<file path="src/pfc_regs.svh">
/*
  Register map constants for the port pin function control block.
  Assumes word-aligned 32-bit AXI4-Lite access; byte address is four times the index.
*/
`ifndef PFC_REGS_SVH
`define PFC_REGS_SVH

`define PFC_NREG 20
`define PFC_ADDR_LSB 2

`define PFC_IDX_PORT5_RES 8'h0e
`define PFC_IDX_PORT6_DIR 8'h14
`define PFC_IDX_PORT6_FN1 8'h15
`define PFC_IDX_PORT7_DIR 8'h16
`define PFC_IDX_PORT7_FN1 8'h17
`define PFC_IDX_PORT6_FN2 8'h1b
`define PFC_IDX_PORT7_FN2 8'h1c
`define PFC_IDX_PORT9_KEY 8'h1d
`define PFC_IDX_PORT9_PU 8'h1e
`define PFC_IDX_PORT7_RES 8'h1f
`define PFC_IDX_PORTB_RES 8'h20
`define PFC_IDX_PORTB_DIR 8'h24
`define PFC_IDX_PORTB_FN 8'h25
`define PFC_IDX_PORTC_DIR 8'h26
`define PFC_IDX_PORTC_FN 8'h27
`define PFC_IDX_PORTC_RES 8'h28
`define PFC_IDX_PORTD_FN 8'h2a
`define PFC_IDX_PORTD_DIR 8'h2b
`define PFC_IDX_PORTD_PU 8'h2c
`define PFC_IDX_PORT6_FN3 8'h31

`define PFC_MSK_PORT5_RES 8'h4f
`define PFC_MSK_PORT6_DIR 8'hff
`define PFC_MSK_PORT6_FN1 8'hff
`define PFC_MSK_PORT7_DIR 8'h1f
`define PFC_MSK_PORT7_FN1 8'h1f
`define PFC_MSK_PORT6_FN2 8'hf4
`define PFC_MSK_PORT7_FN2 8'h1b
`define PFC_MSK_PORT9_KEY 8'hff
`define PFC_MSK_PORT9_PU 8'hff
`define PFC_MSK_PORT7_RES 8'h7f
`define PFC_MSK_PORTB_RES 8'hff
`define PFC_MSK_PORTB_DIR 8'h3f
`define PFC_MSK_PORTB_FN 8'h38
`define PFC_MSK_PORTC_DIR 8'hf8
`define PFC_MSK_PORTC_FN 8'h28
`define PFC_MSK_PORTC_RES 8'h3f
`define PFC_MSK_PORTD_FN 8'hdf
`define PFC_MSK_PORTD_DIR 8'hdf
`define PFC_MSK_PORTD_PU 8'hdf
`define PFC_MSK_PORT6_FN3 8'h21

`define PFC_RST_PORT5_RES 8'h4e
`define PFC_RST_PORT6_DIR 8'h00
`define PFC_RST_PORT6_FN1 8'h00
`define PFC_RST_PORT7_DIR 8'h00
`define PFC_RST_PORT7_FN1 8'h00
`define PFC_RST_PORT6_FN2 8'h00
`define PFC_RST_PORT7_FN2 8'h00
`define PFC_RST_PORT9_KEY 8'h00
`define PFC_RST_PORT9_PU 8'hff
`define PFC_RST_PORT7_RES 8'h08
`define PFC_RST_PORTB_RES 8'h08
`define PFC_RST_PORTB_DIR 8'h00
`define PFC_RST_PORTB_FN 8'h00
`define PFC_RST_PORTC_DIR 8'hc0
`define PFC_RST_PORTC_FN 8'h00
`define PFC_RST_PORTC_RES 8'h00
`define PFC_RST_PORTD_FN 8'h00
`define PFC_RST_PORTD_DIR 8'h00
`define PFC_RST_PORTD_PU 8'h1f
`define PFC_RST_PORT6_FN3 8'h00

`define PFC_RST_PORT7_PU 5'h08
`define PFC_RST_PORTB_PU 6'h08

`define PFC_RESP_OKAY 2'h0
`define PFC_RESP_SLVERR 2'h2

`endif

</file>
<file path="src/pfc_pkg.sv">
/*
  Types shared by the port pin function control block.
  Assumes nothing beyond a SystemVerilog compiler.
*/
package pfc_pkg;
  typedef logic [7:0] pfc_byte_t;
  typedef logic [1:0] pfc_resp_t;
endpackage

</file>
<file path="src/pfc_port_ctrl.sv">
/*
  Port pin function control: write-only per-pin direction, function and resistor
  registers on AXI4-Lite, driving registered select lines to the pin multiplexers.
  Assumes one clock, synchronous active-low reset, a master with at most one write
  and one read in flight.
*/
// Behaviour
// - port C pins 7..3 direction: 0 input, 1 output; reset 7,6 out, 5..3 in
// - port B pins 5..0 direction: 0 input, 1 output; reset all inputs
// - port B function bits 5,4,3 route pins to external irq two, one, zero
// - port B pins 5,4 pull up/down select and enable; pins 3..0 pull-up enables
// - port C bit 5 makes serial data pin open-drain when 1, three-state when 0
// - port C pins 5,4 pull up/down select and enable; bit 0 pulls pin 3 up
// - port D function bits select port use or melody, alarm, lcd control outputs
// - port 7 first function bits connect nmi, read strobe, chip selects, timer
// - port 7 second function bits override first function when set
// - port 7 pins 2,0 pull direction; pins 4..0 resistor enables
// - port 6 second function overrides first; bit 3 always written 0
// - port 6 third function bits 5,0 select lcd clocks; bit 1 always 0
// - port 9 function bits enable key-in wakeup per pin; reset 0
// - port 9 pull-up bits enable pull-ups per pin; reset all enabled
// - port 7 pins 4..0 direction: 0 input, 1 output; reset inputs
`timescale 1ns/1ps
`include "pfc_regs.svh"

module pfc_port_ctrl import pfc_pkg::*; #(
  parameter int ADDR_W = 12
) (
  input wire logic aclk,
  input wire logic aresetn,
  input wire logic awvalid,
  output logic awready,
  input wire logic [ADDR_W-1:0] awaddr,
  input wire logic [2:0] awprot,
  input wire logic wvalid,
  output logic wready,
  input wire logic [31:0] wdata,
  input wire logic [3:0] wstrb,
  output logic bvalid,
  input wire logic bready,
  output logic [1:0] bresp,
  input wire logic arvalid,
  output logic arready,
  input wire logic [ADDR_W-1:0] araddr,
  input wire logic [2:0] arprot,
  output logic rvalid,
  input wire logic rready,
  output logic [31:0] rdata,
  output logic [1:0] rresp,
  output logic [7:0] port5_resistor,
  output logic [7:0] port6_dir,
  output logic [7:0] port6_sel_first,
  output logic [7:0] port6_sel_second,
  output logic [7:0] port6_sel_third,
  output logic [4:0] port7_dir,
  output logic [4:0] port7_sel_first,
  output logic [4:0] port7_sel_second,
  output logic [4:0] port7_pu,
  output logic [4:0] port7_pd,
  output logic [7:0] port9_keyin_en,
  output logic [7:0] port9_pu,
  output logic [5:0] portb_dir,
  output logic [2:0] ext_irq_route,
  output logic [5:0] portb_pu,
  output logic [5:0] portb_pd,
  output logic [7:3] portc_dir,
  output logic [7:3] portc_sel_alt,
  output logic serial_out_opendrain_sel,
  output logic [7:3] portc_pu,
  output logic [7:3] portc_pd,
  output logic [7:0] portd_dir,
  output logic [7:0] portd_sel_alt,
  output logic [7:0] portd_pu
);

  localparam int NREG = `PFC_NREG;
  localparam int K_P5R = 0;
  localparam int K_P6D = 1;
  localparam int K_P6F1 = 2;
  localparam int K_P7D = 3;
  localparam int K_P7F1 = 4;
  localparam int K_P6F2 = 5;
  localparam int K_P7F2 = 6;
  localparam int K_P9K = 7;
  localparam int K_P9U = 8;
  localparam int K_P7R = 9;
  localparam int K_PBR = 10;
  localparam int K_PBD = 11;
  localparam int K_PBF = 12;
  localparam int K_PCD = 13;
  localparam int K_PCF = 14;
  localparam int K_PCR = 15;
  localparam int K_PDF = 16;
  localparam int K_PDD = 17;
  localparam int K_PDU = 18;
  localparam int K_P6F3 = 19;

  localparam pfc_byte_t IDX [NREG] = '{
    `PFC_IDX_PORT5_RES, `PFC_IDX_PORT6_DIR, `PFC_IDX_PORT6_FN1, `PFC_IDX_PORT7_DIR,
    `PFC_IDX_PORT7_FN1, `PFC_IDX_PORT6_FN2, `PFC_IDX_PORT7_FN2, `PFC_IDX_PORT9_KEY,
    `PFC_IDX_PORT9_PU, `PFC_IDX_PORT7_RES, `PFC_IDX_PORTB_RES, `PFC_IDX_PORTB_DIR,
    `PFC_IDX_PORTB_FN, `PFC_IDX_PORTC_DIR, `PFC_IDX_PORTC_FN, `PFC_IDX_PORTC_RES,
    `PFC_IDX_PORTD_FN, `PFC_IDX_PORTD_DIR, `PFC_IDX_PORTD_PU, `PFC_IDX_PORT6_FN3};
  localparam pfc_byte_t MSK [NREG] = '{
    `PFC_MSK_PORT5_RES, `PFC_MSK_PORT6_DIR, `PFC_MSK_PORT6_FN1, `PFC_MSK_PORT7_DIR,
    `PFC_MSK_PORT7_FN1, `PFC_MSK_PORT6_FN2, `PFC_MSK_PORT7_FN2, `PFC_MSK_PORT9_KEY,
    `PFC_MSK_PORT9_PU, `PFC_MSK_PORT7_RES, `PFC_MSK_PORTB_RES, `PFC_MSK_PORTB_DIR,
    `PFC_MSK_PORTB_FN, `PFC_MSK_PORTC_DIR, `PFC_MSK_PORTC_FN, `PFC_MSK_PORTC_RES,
    `PFC_MSK_PORTD_FN, `PFC_MSK_PORTD_DIR, `PFC_MSK_PORTD_PU, `PFC_MSK_PORT6_FN3};
  localparam pfc_byte_t RST [NREG] = '{
    `PFC_RST_PORT5_RES, `PFC_RST_PORT6_DIR, `PFC_RST_PORT6_FN1, `PFC_RST_PORT7_DIR,
    `PFC_RST_PORT7_FN1, `PFC_RST_PORT6_FN2, `PFC_RST_PORT7_FN2, `PFC_RST_PORT9_KEY,
    `PFC_RST_PORT9_PU, `PFC_RST_PORT7_RES, `PFC_RST_PORTB_RES, `PFC_RST_PORTB_DIR,
    `PFC_RST_PORTB_FN, `PFC_RST_PORTC_DIR, `PFC_RST_PORTC_FN, `PFC_RST_PORTC_RES,
    `PFC_RST_PORTD_FN, `PFC_RST_PORTD_DIR, `PFC_RST_PORTD_PU, `PFC_RST_PORT6_FN3};

  // bus channel state
  logic aw_held_q;
  logic w_held_q;
  logic [ADDR_W-1:0] awaddr_q;
  pfc_byte_t wdata_q;
  logic wstrb0_q;
  logic awready_q;
  logic wready_q;
  logic bvalid_q;
  pfc_resp_t bresp_q;
  logic arready_q;
  logic rvalid_q;
  pfc_resp_t rresp_q;
  logic [31:0] rdata_q;

  wire aw_take = awvalid & awready_q;
  wire w_take = wvalid & wready_q;
  wire ar_take = arvalid & arready_q;
  wire wr_fire = aw_held_q & w_held_q & ~bvalid_q;
  wire aw_held_d = (aw_held_q | aw_take) & ~wr_fire;
  wire w_held_d = (w_held_q | w_take) & ~wr_fire;
  wire bvalid_d = wr_fire | (bvalid_q & ~bready);
  wire rvalid_d = ar_take | (rvalid_q & ~rready);

  // address decode against word indices
  wire wr_upper_ok = (awaddr_q >> (`PFC_ADDR_LSB + 8)) == '0;
  wire rd_upper_ok = (araddr >> (`PFC_ADDR_LSB + 8)) == '0;
  wire [7:0] wr_word = awaddr_q[`PFC_ADDR_LSB +: 8];
  wire [7:0] rd_word = araddr[`PFC_ADDR_LSB +: 8];
  logic [NREG-1:0] wr_hit;
  logic [NREG-1:0] rd_hit;
  pfc_byte_t ctl_q [NREG];
  pfc_byte_t ctl_d [NREG];

  genvar g;
  generate
    for (g = 0; g < NREG; g++) begin : g_reg
      assign wr_hit[g] = wr_upper_ok & (wr_word == IDX[g]);
      assign rd_hit[g] = rd_upper_ok & (rd_word == IDX[g]);
      // byte lane 0 only; unassigned bits stay at zero
      assign ctl_d[g] = (wr_fire & wr_hit[g] & wstrb0_q) ? (wdata_q & MSK[g]) : ctl_q[g];
      always_ff @(posedge aclk) begin
        if (!aresetn) begin
          ctl_q[g] <= RST[g];
        end else begin
          ctl_q[g] <= ctl_d[g];
        end
      end
    end
  endgenerate

  wire wr_any = |wr_hit;
  wire rd_any = |rd_hit;

  // select and resistor decode from next register values, so pins follow the write edge
  wire [7:0] p6_second_d = ctl_d[K_P6F2] & ~ctl_d[K_P6F3];
  wire [7:0] p6_first_d = ctl_d[K_P6F1] & ~ctl_d[K_P6F2] & ~ctl_d[K_P6F3];
  wire [4:0] p7_second_d = ctl_d[K_P7F2][4:0];
  wire [4:0] p7_first_d = ctl_d[K_P7F1][4:0] & ~ctl_d[K_P7F2][4:0];
  wire [7:0] p7r = ctl_d[K_P7R];
  wire [4:0] p7_en_d = {p7r[4], p7r[3], p7r[6], p7r[1], p7r[0]};
  wire [4:0] p7_dn_d = {2'b00, p7r[5], 1'b0, p7r[2]};
  wire [7:0] pbr = ctl_d[K_PBR];
  wire [5:0] pb_pu_d = {pbr[5] & ~pbr[7], pbr[4] & ~pbr[6], pbr[3:0]};
  wire [5:0] pb_pd_d = {pbr[5] & pbr[7], pbr[4] & pbr[6], 4'h0};
  wire [7:0] pcr = ctl_d[K_PCR];
  wire [7:3] pc_pu_d = {2'b00, pcr[2] & ~pcr[4], pcr[1] & ~pcr[3], pcr[0]};
  wire [7:3] pc_pd_d = {2'b00, pcr[2] & pcr[4], pcr[1] & pcr[3], 1'b0};

  always_ff @(posedge aclk) begin
    if (!aresetn) begin
      port6_sel_first <= 8'h00;
      port6_sel_second <= 8'h00;
      port6_sel_third <= 8'h00;
      port7_sel_first <= 5'h00;
      port7_sel_second <= 5'h00;
      port7_pu <= `PFC_RST_PORT7_PU;
      port7_pd <= 5'h00;
      portb_pu <= `PFC_RST_PORTB_PU;
      portb_pd <= 6'h00;
      portc_pu <= 5'h00;
      portc_pd <= 5'h00;
    end else begin
      port6_sel_first <= p6_first_d;
      port6_sel_second <= p6_second_d;
      port6_sel_third <= ctl_d[K_P6F3];
      port7_sel_first <= p7_first_d;
      port7_sel_second <= p7_second_d;
      port7_pu <= p7_en_d & ~p7_dn_d;
      port7_pd <= p7_en_d & p7_dn_d;
      portb_pu <= pb_pu_d;
      portb_pd <= pb_pd_d;
      portc_pu <= pc_pu_d;
      portc_pd <= pc_pd_d;
    end
  end

  // raw register fields straight out
  assign port5_resistor = ctl_q[K_P5R];
  assign port6_dir = ctl_q[K_P6D];
  assign port7_dir = ctl_q[K_P7D][4:0];
  assign port9_keyin_en = ctl_q[K_P9K];
  assign port9_pu = ctl_q[K_P9U];
  assign portb_dir = ctl_q[K_PBD][5:0];
  assign ext_irq_route = ctl_q[K_PBF][5:3];
  assign portc_dir = ctl_q[K_PCD][7:3];
  assign portc_sel_alt = ctl_q[K_PCF][7:3];
  assign serial_out_opendrain_sel = ctl_q[K_PCR][5];
  assign portd_dir = ctl_q[K_PDD];
  assign portd_sel_alt = ctl_q[K_PDF];
  assign portd_pu = ctl_q[K_PDU];

  // write channel
  always_ff @(posedge aclk) begin
    if (!aresetn) begin
      aw_held_q <= 1'b0;
      w_held_q <= 1'b0;
      awaddr_q <= '0;
      wdata_q <= 8'h00;
      wstrb0_q <= 1'b0;
      awready_q <= 1'b0;
      wready_q <= 1'b0;
      bvalid_q <= 1'b0;
      bresp_q <= `PFC_RESP_OKAY;
    end else begin
      aw_held_q <= aw_held_d;
      w_held_q <= w_held_d;
      awready_q <= ~aw_held_d;
      wready_q <= ~w_held_d;
      bvalid_q <= bvalid_d;
      if (aw_take) begin
        awaddr_q <= awaddr;
      end
      if (w_take) begin
        wdata_q <= wdata[7:0];
        wstrb0_q <= wstrb[0];
      end
      if (wr_fire) begin
        bresp_q <= wr_any ? `PFC_RESP_OKAY : `PFC_RESP_SLVERR;
      end
    end
  end

  // read channel; registers are write-only and read as zero
  always_ff @(posedge aclk) begin
    if (!aresetn) begin
      arready_q <= 1'b0;
      rvalid_q <= 1'b0;
      rresp_q <= `PFC_RESP_OKAY;
      rdata_q <= 32'h0000_0000;
    end else begin
      arready_q <= ~rvalid_d;
      rvalid_q <= rvalid_d;
      if (ar_take) begin
        rresp_q <= rd_any ? `PFC_RESP_OKAY : `PFC_RESP_SLVERR;
        rdata_q <= 32'h0000_0000;
      end
    end
  end

  assign awready = awready_q;
  assign wready = wready_q;
  assign bvalid = bvalid_q;
  assign bresp = bresp_q;
  assign arready = arready_q;
  assign rvalid = rvalid_q;
  assign rresp = rresp_q;
  assign rdata = rdata_q;
endmodule

</file>
<file path="config.mk">
export PLATFORM = sky130hd
export DESIGN_NAME = pfc_port_ctrl
export DESIGN_NICKNAME = d
export VERILOG_FILES = /design/src/pfc_pkg.sv /design/src/pfc_port_ctrl.sv
export VERILOG_INCLUDE_DIRS = /design/src
export SDC_FILE = /design/constraint.sdc
export NUM_CORES = 1
export LEC_CHECK = 0
export BUFFER_PORTS_ARGS = -buffer_cell sky130_fd_sc_hd__buf_2
export CAP_MARGIN = 25
export CORE_MARGIN = 4
export CORE_UTILIZATION = 54
export DETAILED_ROUTE_END_ITERATION = 16
export PLACE_DENSITY = 0.85
export SLEW_MARGIN = 20
export SYNTH_ARGS = -nofsm -noshare
export SYNTH_HDL_FRONTEND = slang
export SYNTH_SLANG_ARGS = --single-unit
</file>
<file path="constraint.sdc">
create_clock -name aclk -period 3 [get_ports aclk]
set_input_delay 0 -clock aclk [delete_from_list [all_inputs] [get_ports aclk]]
set_output_delay 0 -clock aclk [all_outputs]
set_load 0.02 [all_outputs]
</file>
Yosys cells after proc, flatten, opt, wreduce, memory -nomap -nowiden

Memories as Yosys holds them, arrays and structs flattened.
Index checks and enable logic that the tools add are counted.

Memories kept: 1
Output and inout bits: 188
Word-level logic and storage cells: 257
Memory bits (writable): 160
Register bits: 98
Input port bits: 73

Memory list:

| name  | words | width | rd ports | clocked after Yosys merged registers in | write ports | line                 | RTL |
|---|---|---|---|---|---|---|---|
| ctl_q | 20    | 8     | 20       | 0                                       | 20          | pfc_port_ctrl.sv:148 | `pfc_byte_t ctl_q [NREG];` |

Muxes and demuxes: 44
Bitwise operators: 142
Reductions and logical operators: 4
Equal/unequal tests: 40

Operators by type and width:

| operator                                                               | number |
|---|---|
| 8-bit two-way mux                                                      | 40 |
| 8-bit by 6-bit equality test with 1-bit output (second input constant) | 20 |
| 8-bit by 5-bit equality test with 1-bit output (second input constant) | 18 |
| 1-bit AND                                                              | 97 |
| 20-bit OR reduction                                                    | 2 |
| 8-bit AND                                                              | 3 |
| 12-bit logical NOT                                                     | 2 |
| 1-bit bitwise OR                                                       | 24 |
| 8-bit by 4-bit equality test with 1-bit output (second input constant) | 2 |
| 8-bit inverter                                                         | 2 |
| 1-bit inverter                                                         | 11 |
| 5-bit AND                                                              | 2 |
| 5-bit by 3-bit AND with 5-bit output                                   | 1 |
| 3-bit inverter with 5-bit output                                       | 1 |
| 5-bit inverter                                                         | 1 |
| 2-bit two-way mux                                                      | 2 |
| 1-bit two-way mux                                                      | 2 |

Depth between registers and ports, before layout

Word-level depth: 8
Mapped depth: 8
Gate-level depth less buffers: 5

Worst setup path before layout

OpenSTA, ideal clock, no wires.

Path type: reg2reg
Start point: reg awaddr_q[8]
End point: reg port6_sel_first[0]
Required time: 2.888 ns
Period minus slack after synthesis: 2.018 ns
Setup time: 0.112 ns
Cell stages (with the launch flop): 5
Setup slack: 0.982 ns
Arrival: 1.906 ns
Path through: dfxtp_1 or4_4 or4b_4 mux2i_1 a2111oi_1

Word-level cells in the longest chain between the ends: 8
Elaborated cells on any way between the ends: 19
Those cells by class: 3 x eq/ne; 3 x mux; 13 x bitwise

RTL lines:

| what                                           | line                 | RTL |
|---|---|---|
| from (decl)                                    | pfc_port_ctrl.sv:120 | `logic [ADDR_W-1:0] awaddr_q;` |
| from (signal assigned)                         | pfc_port_ctrl.sv:248 | `awaddr_q <= awaddr;` |
| 8-bit by 5-bit equality test with 1-bit output | pfc_port_ctrl.sv:154 | `assign wr_hit[g] = wr_upper_ok & (wr_word == IDX[g]);` |
| 1-bit AND                                      | pfc_port_ctrl.sv:154 |  |
| 1-bit AND (2 in series)                        | pfc_port_ctrl.sv:157 | `assign ctl_d[g] = (wr_fire & wr_hit[g] & wstrb0_q) ? (wdata_q & MSK[g]) : ctl_q[g];` |
| 8-bit two-way mux                              | pfc_port_ctrl.sv:157 |  |
| 8-bit inverter                                 | pfc_port_ctrl.sv:173 | `wire [7:0] p6_first_d = ctl_d[K_P6F1] & ~ctl_d[K_P6F2] & ~ctl_d[K_P6F3];` |
| 8-bit AND                                      | pfc_port_ctrl.sv:173 |  |
| 8-bit AND (*)                                  | pfc_port_ctrl.sv:173 |  |
| to (signal assigned)                           | pfc_port_ctrl.sv:200 | `port6_sel_first <= p6_first_d;` |
| to (decl)                                      | pfc_port_ctrl.sv:52  | `output logic [7:0] port6_sel_first,` |

Mark *: on every way between the ends. The rest lies on a longest branch, timed or not.
A chain may end at the register's enable or synchronous reset.

Final worst setup path

Start point: reg w_held_q
End point: reg port6_sel_second[7]

Word-level cells in the longest chain between the ends: 7
Elaborated cells on any way between the ends: 10
Those cells by class: 2 x mux; 8 x bitwise

RTL lines:

| what                        | line                 | RTL |
|---|---|---|
| from (decl)                 | pfc_port_ctrl.sv:119 | `logic w_held_q;` |
| from (signal assigned)      | pfc_port_ctrl.sv:243 | `w_held_q <= w_held_d;` |
| 1-bit AND (*) (2 in series) | pfc_port_ctrl.sv:135 | `wire wr_fire = aw_held_q & w_held_q & ~bvalid_q;` |
| 1-bit AND (2 in series)     | pfc_port_ctrl.sv:157 |  |
| 8-bit two-way mux           | pfc_port_ctrl.sv:157 |  |
| 8-bit inverter              | pfc_port_ctrl.sv:172 | `wire [7:0] p6_second_d = ctl_d[K_P6F2] & ~ctl_d[K_P6F3];` |
| 8-bit AND (*)               | pfc_port_ctrl.sv:172 |  |
| to (signal assigned)        | pfc_port_ctrl.sv:201 | `port6_sel_second <= p6_second_d;` |
| to (decl)                   | pfc_port_ctrl.sv:53  | `output logic [7:0] port6_sel_second,` |

Marks and branches as above.

==> results by stage <==
Min path:
- The startpoint of the tightest hold check path is arvalid.
- The worst hold path endpoint is rvalid$_SDFF_PN0_.
- In this run the worst hold path is classified as in2reg.
- The instance count along the most critical hold path is 4.

Clock tree:
- The H-tree level count is 4.
- In this run the deepest clock path goes through 2 buffers.
- The post-CTS clock slew at the launch and capture registers of the worst setup and hold paths is roughly 0.07 ns.
- In this run, CTS created clock tree buffers numbering 17.
- TritonCTS built the clock tree.
- For the worst-skew pair, the clock arrives at the later sink with an insertion delay of about 0.43 ns.
- The clock tree root buffer cell is sky130_fd_sc_hd__clkbuf_16.
- The clock sink count is between 150 and 200.

Timing:
- Adding up every negative setup slack in the final design gives 0 ns.
- The worst-margin pin slew is just over 1 ns.
- Of the available clock period, the critical path in the final layout requires a little over four fifths.
- The relative slew slack is between 30 and 40%.
- Setup violations remaining at the end of the flow were counted as 0.
- For this run, the top clock speed supported by timing is roughly 0.40 GHz.
- The number of max-slew violations in the final report was 0.
- Setup repair after global routing left no endpoint under its margin.
- The time the final worst path needs with I/O delays and setup is about 2.5 ns.
- The final hold violation count is 0.
- The worst clock skew on the final layout is between 0.007 and 0.008 ns.

Setup path:
- Of all nets on the critical path, the largest fanout is 13.
- The type of element capturing the critical path is a register.
- For the worst flop-to-flop path, the logic depth is 5.
- The worst reg2reg path endpoint is port6_sel_second[7]$_SDFF_PN0_.
- By startpoint and endpoint, the worst setup path is classified as reg2reg.
- The cell family contributing the most delay on the critical path is simple AND/OR/NAND/NOR gates.
- The peak per-stage delay on the critical path is between 0.5 and 0.6 ns.
- The number of buffer and inverter stages on the critical path is 0.
- Traced cell by cell, the critical path runs through nand4b_1 > nor3_1 > nand2_1 > mux2i_1 > nor3b_1.
- STA puts the critical path data required time at 3.28 ns.
- The launching element type of the critical path is a register.
- The setup slack on the worst flop-to-flop path is ~0.47 ns.
- The library cell contributing the largest single delay on the critical path is sky130_fd_sc_hd__nor3_1.
- In this run the critical register-to-register path is launched from w_held_q$_SDFF_PN0_.
- Data on the critical path arrives at its endpoint at between 2 and 3 ns.

Yosys:
- The distinct cell type count of the synthesized netlist is between 40 and 50.
- The most used flip-flop cell after synthesis is sky130_fd_sc_hd__dfxtp_1.
- The mean cell area of the mapped netlist is 9.36 um2.
- After synthesis the cells add up to ~7500 um2.
- The proportion of synthesized flip-flops having asynchronous set or reset is 0%.
- The count of state elements after synthesis is 187.
- The total of warnings raised by yosys is 0.
- The portion of the post-synthesis area used by sequential elements is around 50%.
- The number of flops mapped to enable cells by yosys is 0.
- The number of instances in the synthesized netlist is 800.

Global routing:
- The number of antenna violations at the first check in global routing is 0.
- For this run, the total global-route usage over all layers was measured as around 23%.
- The first global-routing pass estimated 28900 um of wire.
- The total congestion overflow is 0.
- The number of global-route vias before repair is approximately 5.6k.
- The maximum number of pins on one net before global-route repair is 91.

Drt:
- The remaining antenna violation count after routing is 0.
- Before antenna repair, the detailed router went through 5 iterations.
- The via count is a little under 6k.
- The detailed router finished its first iteration with approximately 390 violations.
- The total wire length after detailed routing is around 18000 um.
- The via-per-instance ratio is slightly above 5.
- After detailed routing, the average wire length per cell comes to between 15 and 20 um.
- For this run, design rule violations remaining after detail routing come to 0.

Pwr:
- In this run the power density over the cells is about 590 nW/um2.
- The portion of total power attributed to the clock network is between 40 and 50%.
- The analysis attributes to net switching a power of roughly 0.0012 W.
- Per report_power, the sequential group accounts for 49.0% of the total.
- Net switching is 22.9% of the power.
- The share of power burned in combinational logic is 5.2%.
- The analysis attributes to cell leakage a power of approximately 4.5 nW.
- The maximum ir drop on the vdd rail is between 0.4 and 0.5 mV.
- The internal power of the cells is approximately 0.004 W.

Floorplanning:
- Measured along the x axis, the die boundary spans ~130 um.
- The die covers 15800 um2.
- The floorplan step defined a core boundary enclosing between 10000 and 15000 um2.
- The vertical die dimension is about 130 um.
- The I/O pin count is between 200 and 300.
- After floorplanning, the core was divided into 42 placement rows.
- The initial utilization of the core area, before any placement, comes to 55.9%.

Cells and area:
- The repair_antennas step left the layout with diodes totalling 0.
- The net total in the final layout is 1014.
- Cells fill between 60% and 70% of the core in the end.
- Counting the fill cells in the layout gives about 1.0k.
- The area growth from synthesis to layout is 18.6%.
- In the layout the commonest cells are sky130_fd_sc_hd__dfxtp_1, sky130_fd_sc_hd__buf_2, sky130_fd_sc_hd__mux2i_1.
- The library cell used most frequently in the layout, excluding fill and tap cells, is sky130_fd_sc_hd__dfxtp_1.
- The sequential cells in the finished layout cover a total of 3740 um2.
- For this run, the number of standard cells in the final layout without fillers is 1130.
- The layout cell share with drive strength beyond 1 is a little under a quarter.
- In the final layout, the multi-input gates occupy 3060 um2.
- The post-route cell area is 8880 um2.

Placement:
- Summing all placed instances gives a cell area of 8000 um2.
- The sum of net half-perimeters after detailed placement is 12000 um.
- The quantity of I/O buffers inserted on ports is around 170.
- Routability-driven placement finished with a final weighted congestion of between 0.8 and 0.9.
- The number of cells after detailed placement is roughly 1.1k.

Outcome:
- The flow ran to the end, and the final reports show no timing, DRC or antenna violations.

Flow run:
- The max-capacitance violation count is 0.
## metal layers
| metal | GRT usage, % | vias up | part of all wire [%] |
|---|---|---|---|
| li1 | - | 2827 | - |
| met2 | 37.0 | 235 | 48 |
| met3 | 6.73 | 41 | 7.7 |
| met5 | 0 | - | 0 |
| met4 | 8.26 | 0 | 2.6 |
| met1 | 28.5 | 2766 | 41 |
## state kept, by name, summed over array words and instances, names as in the netlist, 2 cells and up
name and count:
portc_pu 3, port6_sel_third 8, port7_pu 4, port6_sel_second 8, port6_sel_first 8, port7_pd 2, port7_sel_second 5, portb_pd 2
wdata_q 8, portb_pu 6, ctl_q 106, awaddr_q 10, portc_pd 2, port7_sel_first 5
## stage by stage
| stage | worst slack (ns) | total power (W) | hold slack [ns] |
|---|---|---|---|
| 5_1_grt | 0.196 | 0.00538 | 0.127 |
| 4_1_cts | 0.520 | 0.00523 | 0.0198 |
| 3_5_place_dp | 0.614 | 0.00284 | 0.253 |
| 6_report | 0.473 | 0.00521 | 0.0924 |
| 3_3_place_gp | 0.670 | 0.00284 | 0.244 |
| 2_1_floorplan | 0.982 | 0.00282 | 0.136 |
## what timing repair did
action,in CTS,in global routing
resized for setup,0,0
hold buffers,25,0
setup buffers,0,0
setup endpoints to repair,0,0
hold endpoints to repair,23,0
## worst max-delay path by stage
stage	start	endpoint	slack [ns]	cells after the start
after CTS	bvalid$_SDFF_PN0_	port6_sel_second[7]$_SDFF_PN0_	0.52	5
after global routing	bvalid$_SDFF_PN0_	port6_sel_first[7]$_SDFF_PN0_	0.20	5
final	w_held_q$_SDFF_PN0_	port6_sel_second[7]$_SDFF_PN0_	0.47	5
after detailed placement	bvalid$_SDFF_PN0_	port6_sel_second[7]$_SDFF_PN0_	0.61	5
after global placement	bvalid$_SDFF_PN0_	port6_sel_second[7]$_SDFF_PN0_	0.67	5
after floorplan	awaddr_q[8]$_SDFFE_PN0P_	port6_sel_first[0]$_SDFF_PN0_	0.98	4
## power by group through the flow
stage | clock network, W | registers [W] | logic [W]
4_1_cts | 0.00242 | 0.00255 | 0.000265
5_1_grt | 0.00253 | 0.00255 | 0.000295
3_5_place_dp | 0 | 0.00260 | 0.000238
2_1_floorplan | 0 | 0.00258 | 0.000239
3_3_place_gp | 0 | 0.00260 | 0.000234
6_report | 0.00239 | 0.00255 | 0.000271
## Yosys cell counts (5+ instances only)
cell,n,area (um2)
sky130_fd_sc_hd__and2_1,9,56.3
sky130_fd_sc_hd__nand3b_1,12,90.1
sky130_fd_sc_hd__buf_1,5,18.8
sky130_fd_sc_hd__and3_1,19,119
sky130_fd_sc_hd__mux2i_1,103,1030
sky130_fd_sc_hd__nor2_1,98,368
sky130_fd_sc_hd__inv_1,10,37.5
sky130_fd_sc_hd__buf_4,85,638
sky130_fd_sc_hd__clkbuf_1,43,161
sky130_fd_sc_hd__nand4_1,6,37.5
sky130_fd_sc_hd__o21ai_0,5,25.0
sky130_fd_sc_hd__nand2_1,85,319
sky130_fd_sc_hd__nand3_1,31,155
sky130_fd_sc_hd__nand4b_1,6,52.6
sky130_fd_sc_hd__a21oi_1,41,205
sky130_fd_sc_hd__dfxtp_1,187,3740
sky130_fd_sc_hd__nor3b_1,5,37.5
## kinds of logic after synthesis
family / count (synthesis) / synth area share, %
and+or+nand+nor: 293 / 18.9
DFF: 187 / 50.0
buffers and inverters: 147 / 11.8
muxes: 105 / 14.1
AOI/OAI and AO/OA: 67 / 5.21
other: 1 / 0.0501
## area by class of cell
class,count,share of cell area [%]
Timing Repair Buffer,205,13.3
Multi-Input combinational cell,520,34.5
Sequential cell,187,42.2
Tap cell,176,2.48
Clock inverter,12,2.10
Inverter,10,0.451
Clock buffer,20,5.03
## worst min-delay path, cell delays in order
cell and delay [ns]:
sky130_fd_sc_hd__buf_2 0.09, sky130_fd_sc_hd__and2_0 0.23, sky130_fd_sc_hd__nor2_1 0.08, sky130_fd_sc_hd__nor2_1 0.08
Note: power is estimated with default switching activity, not from simulation.
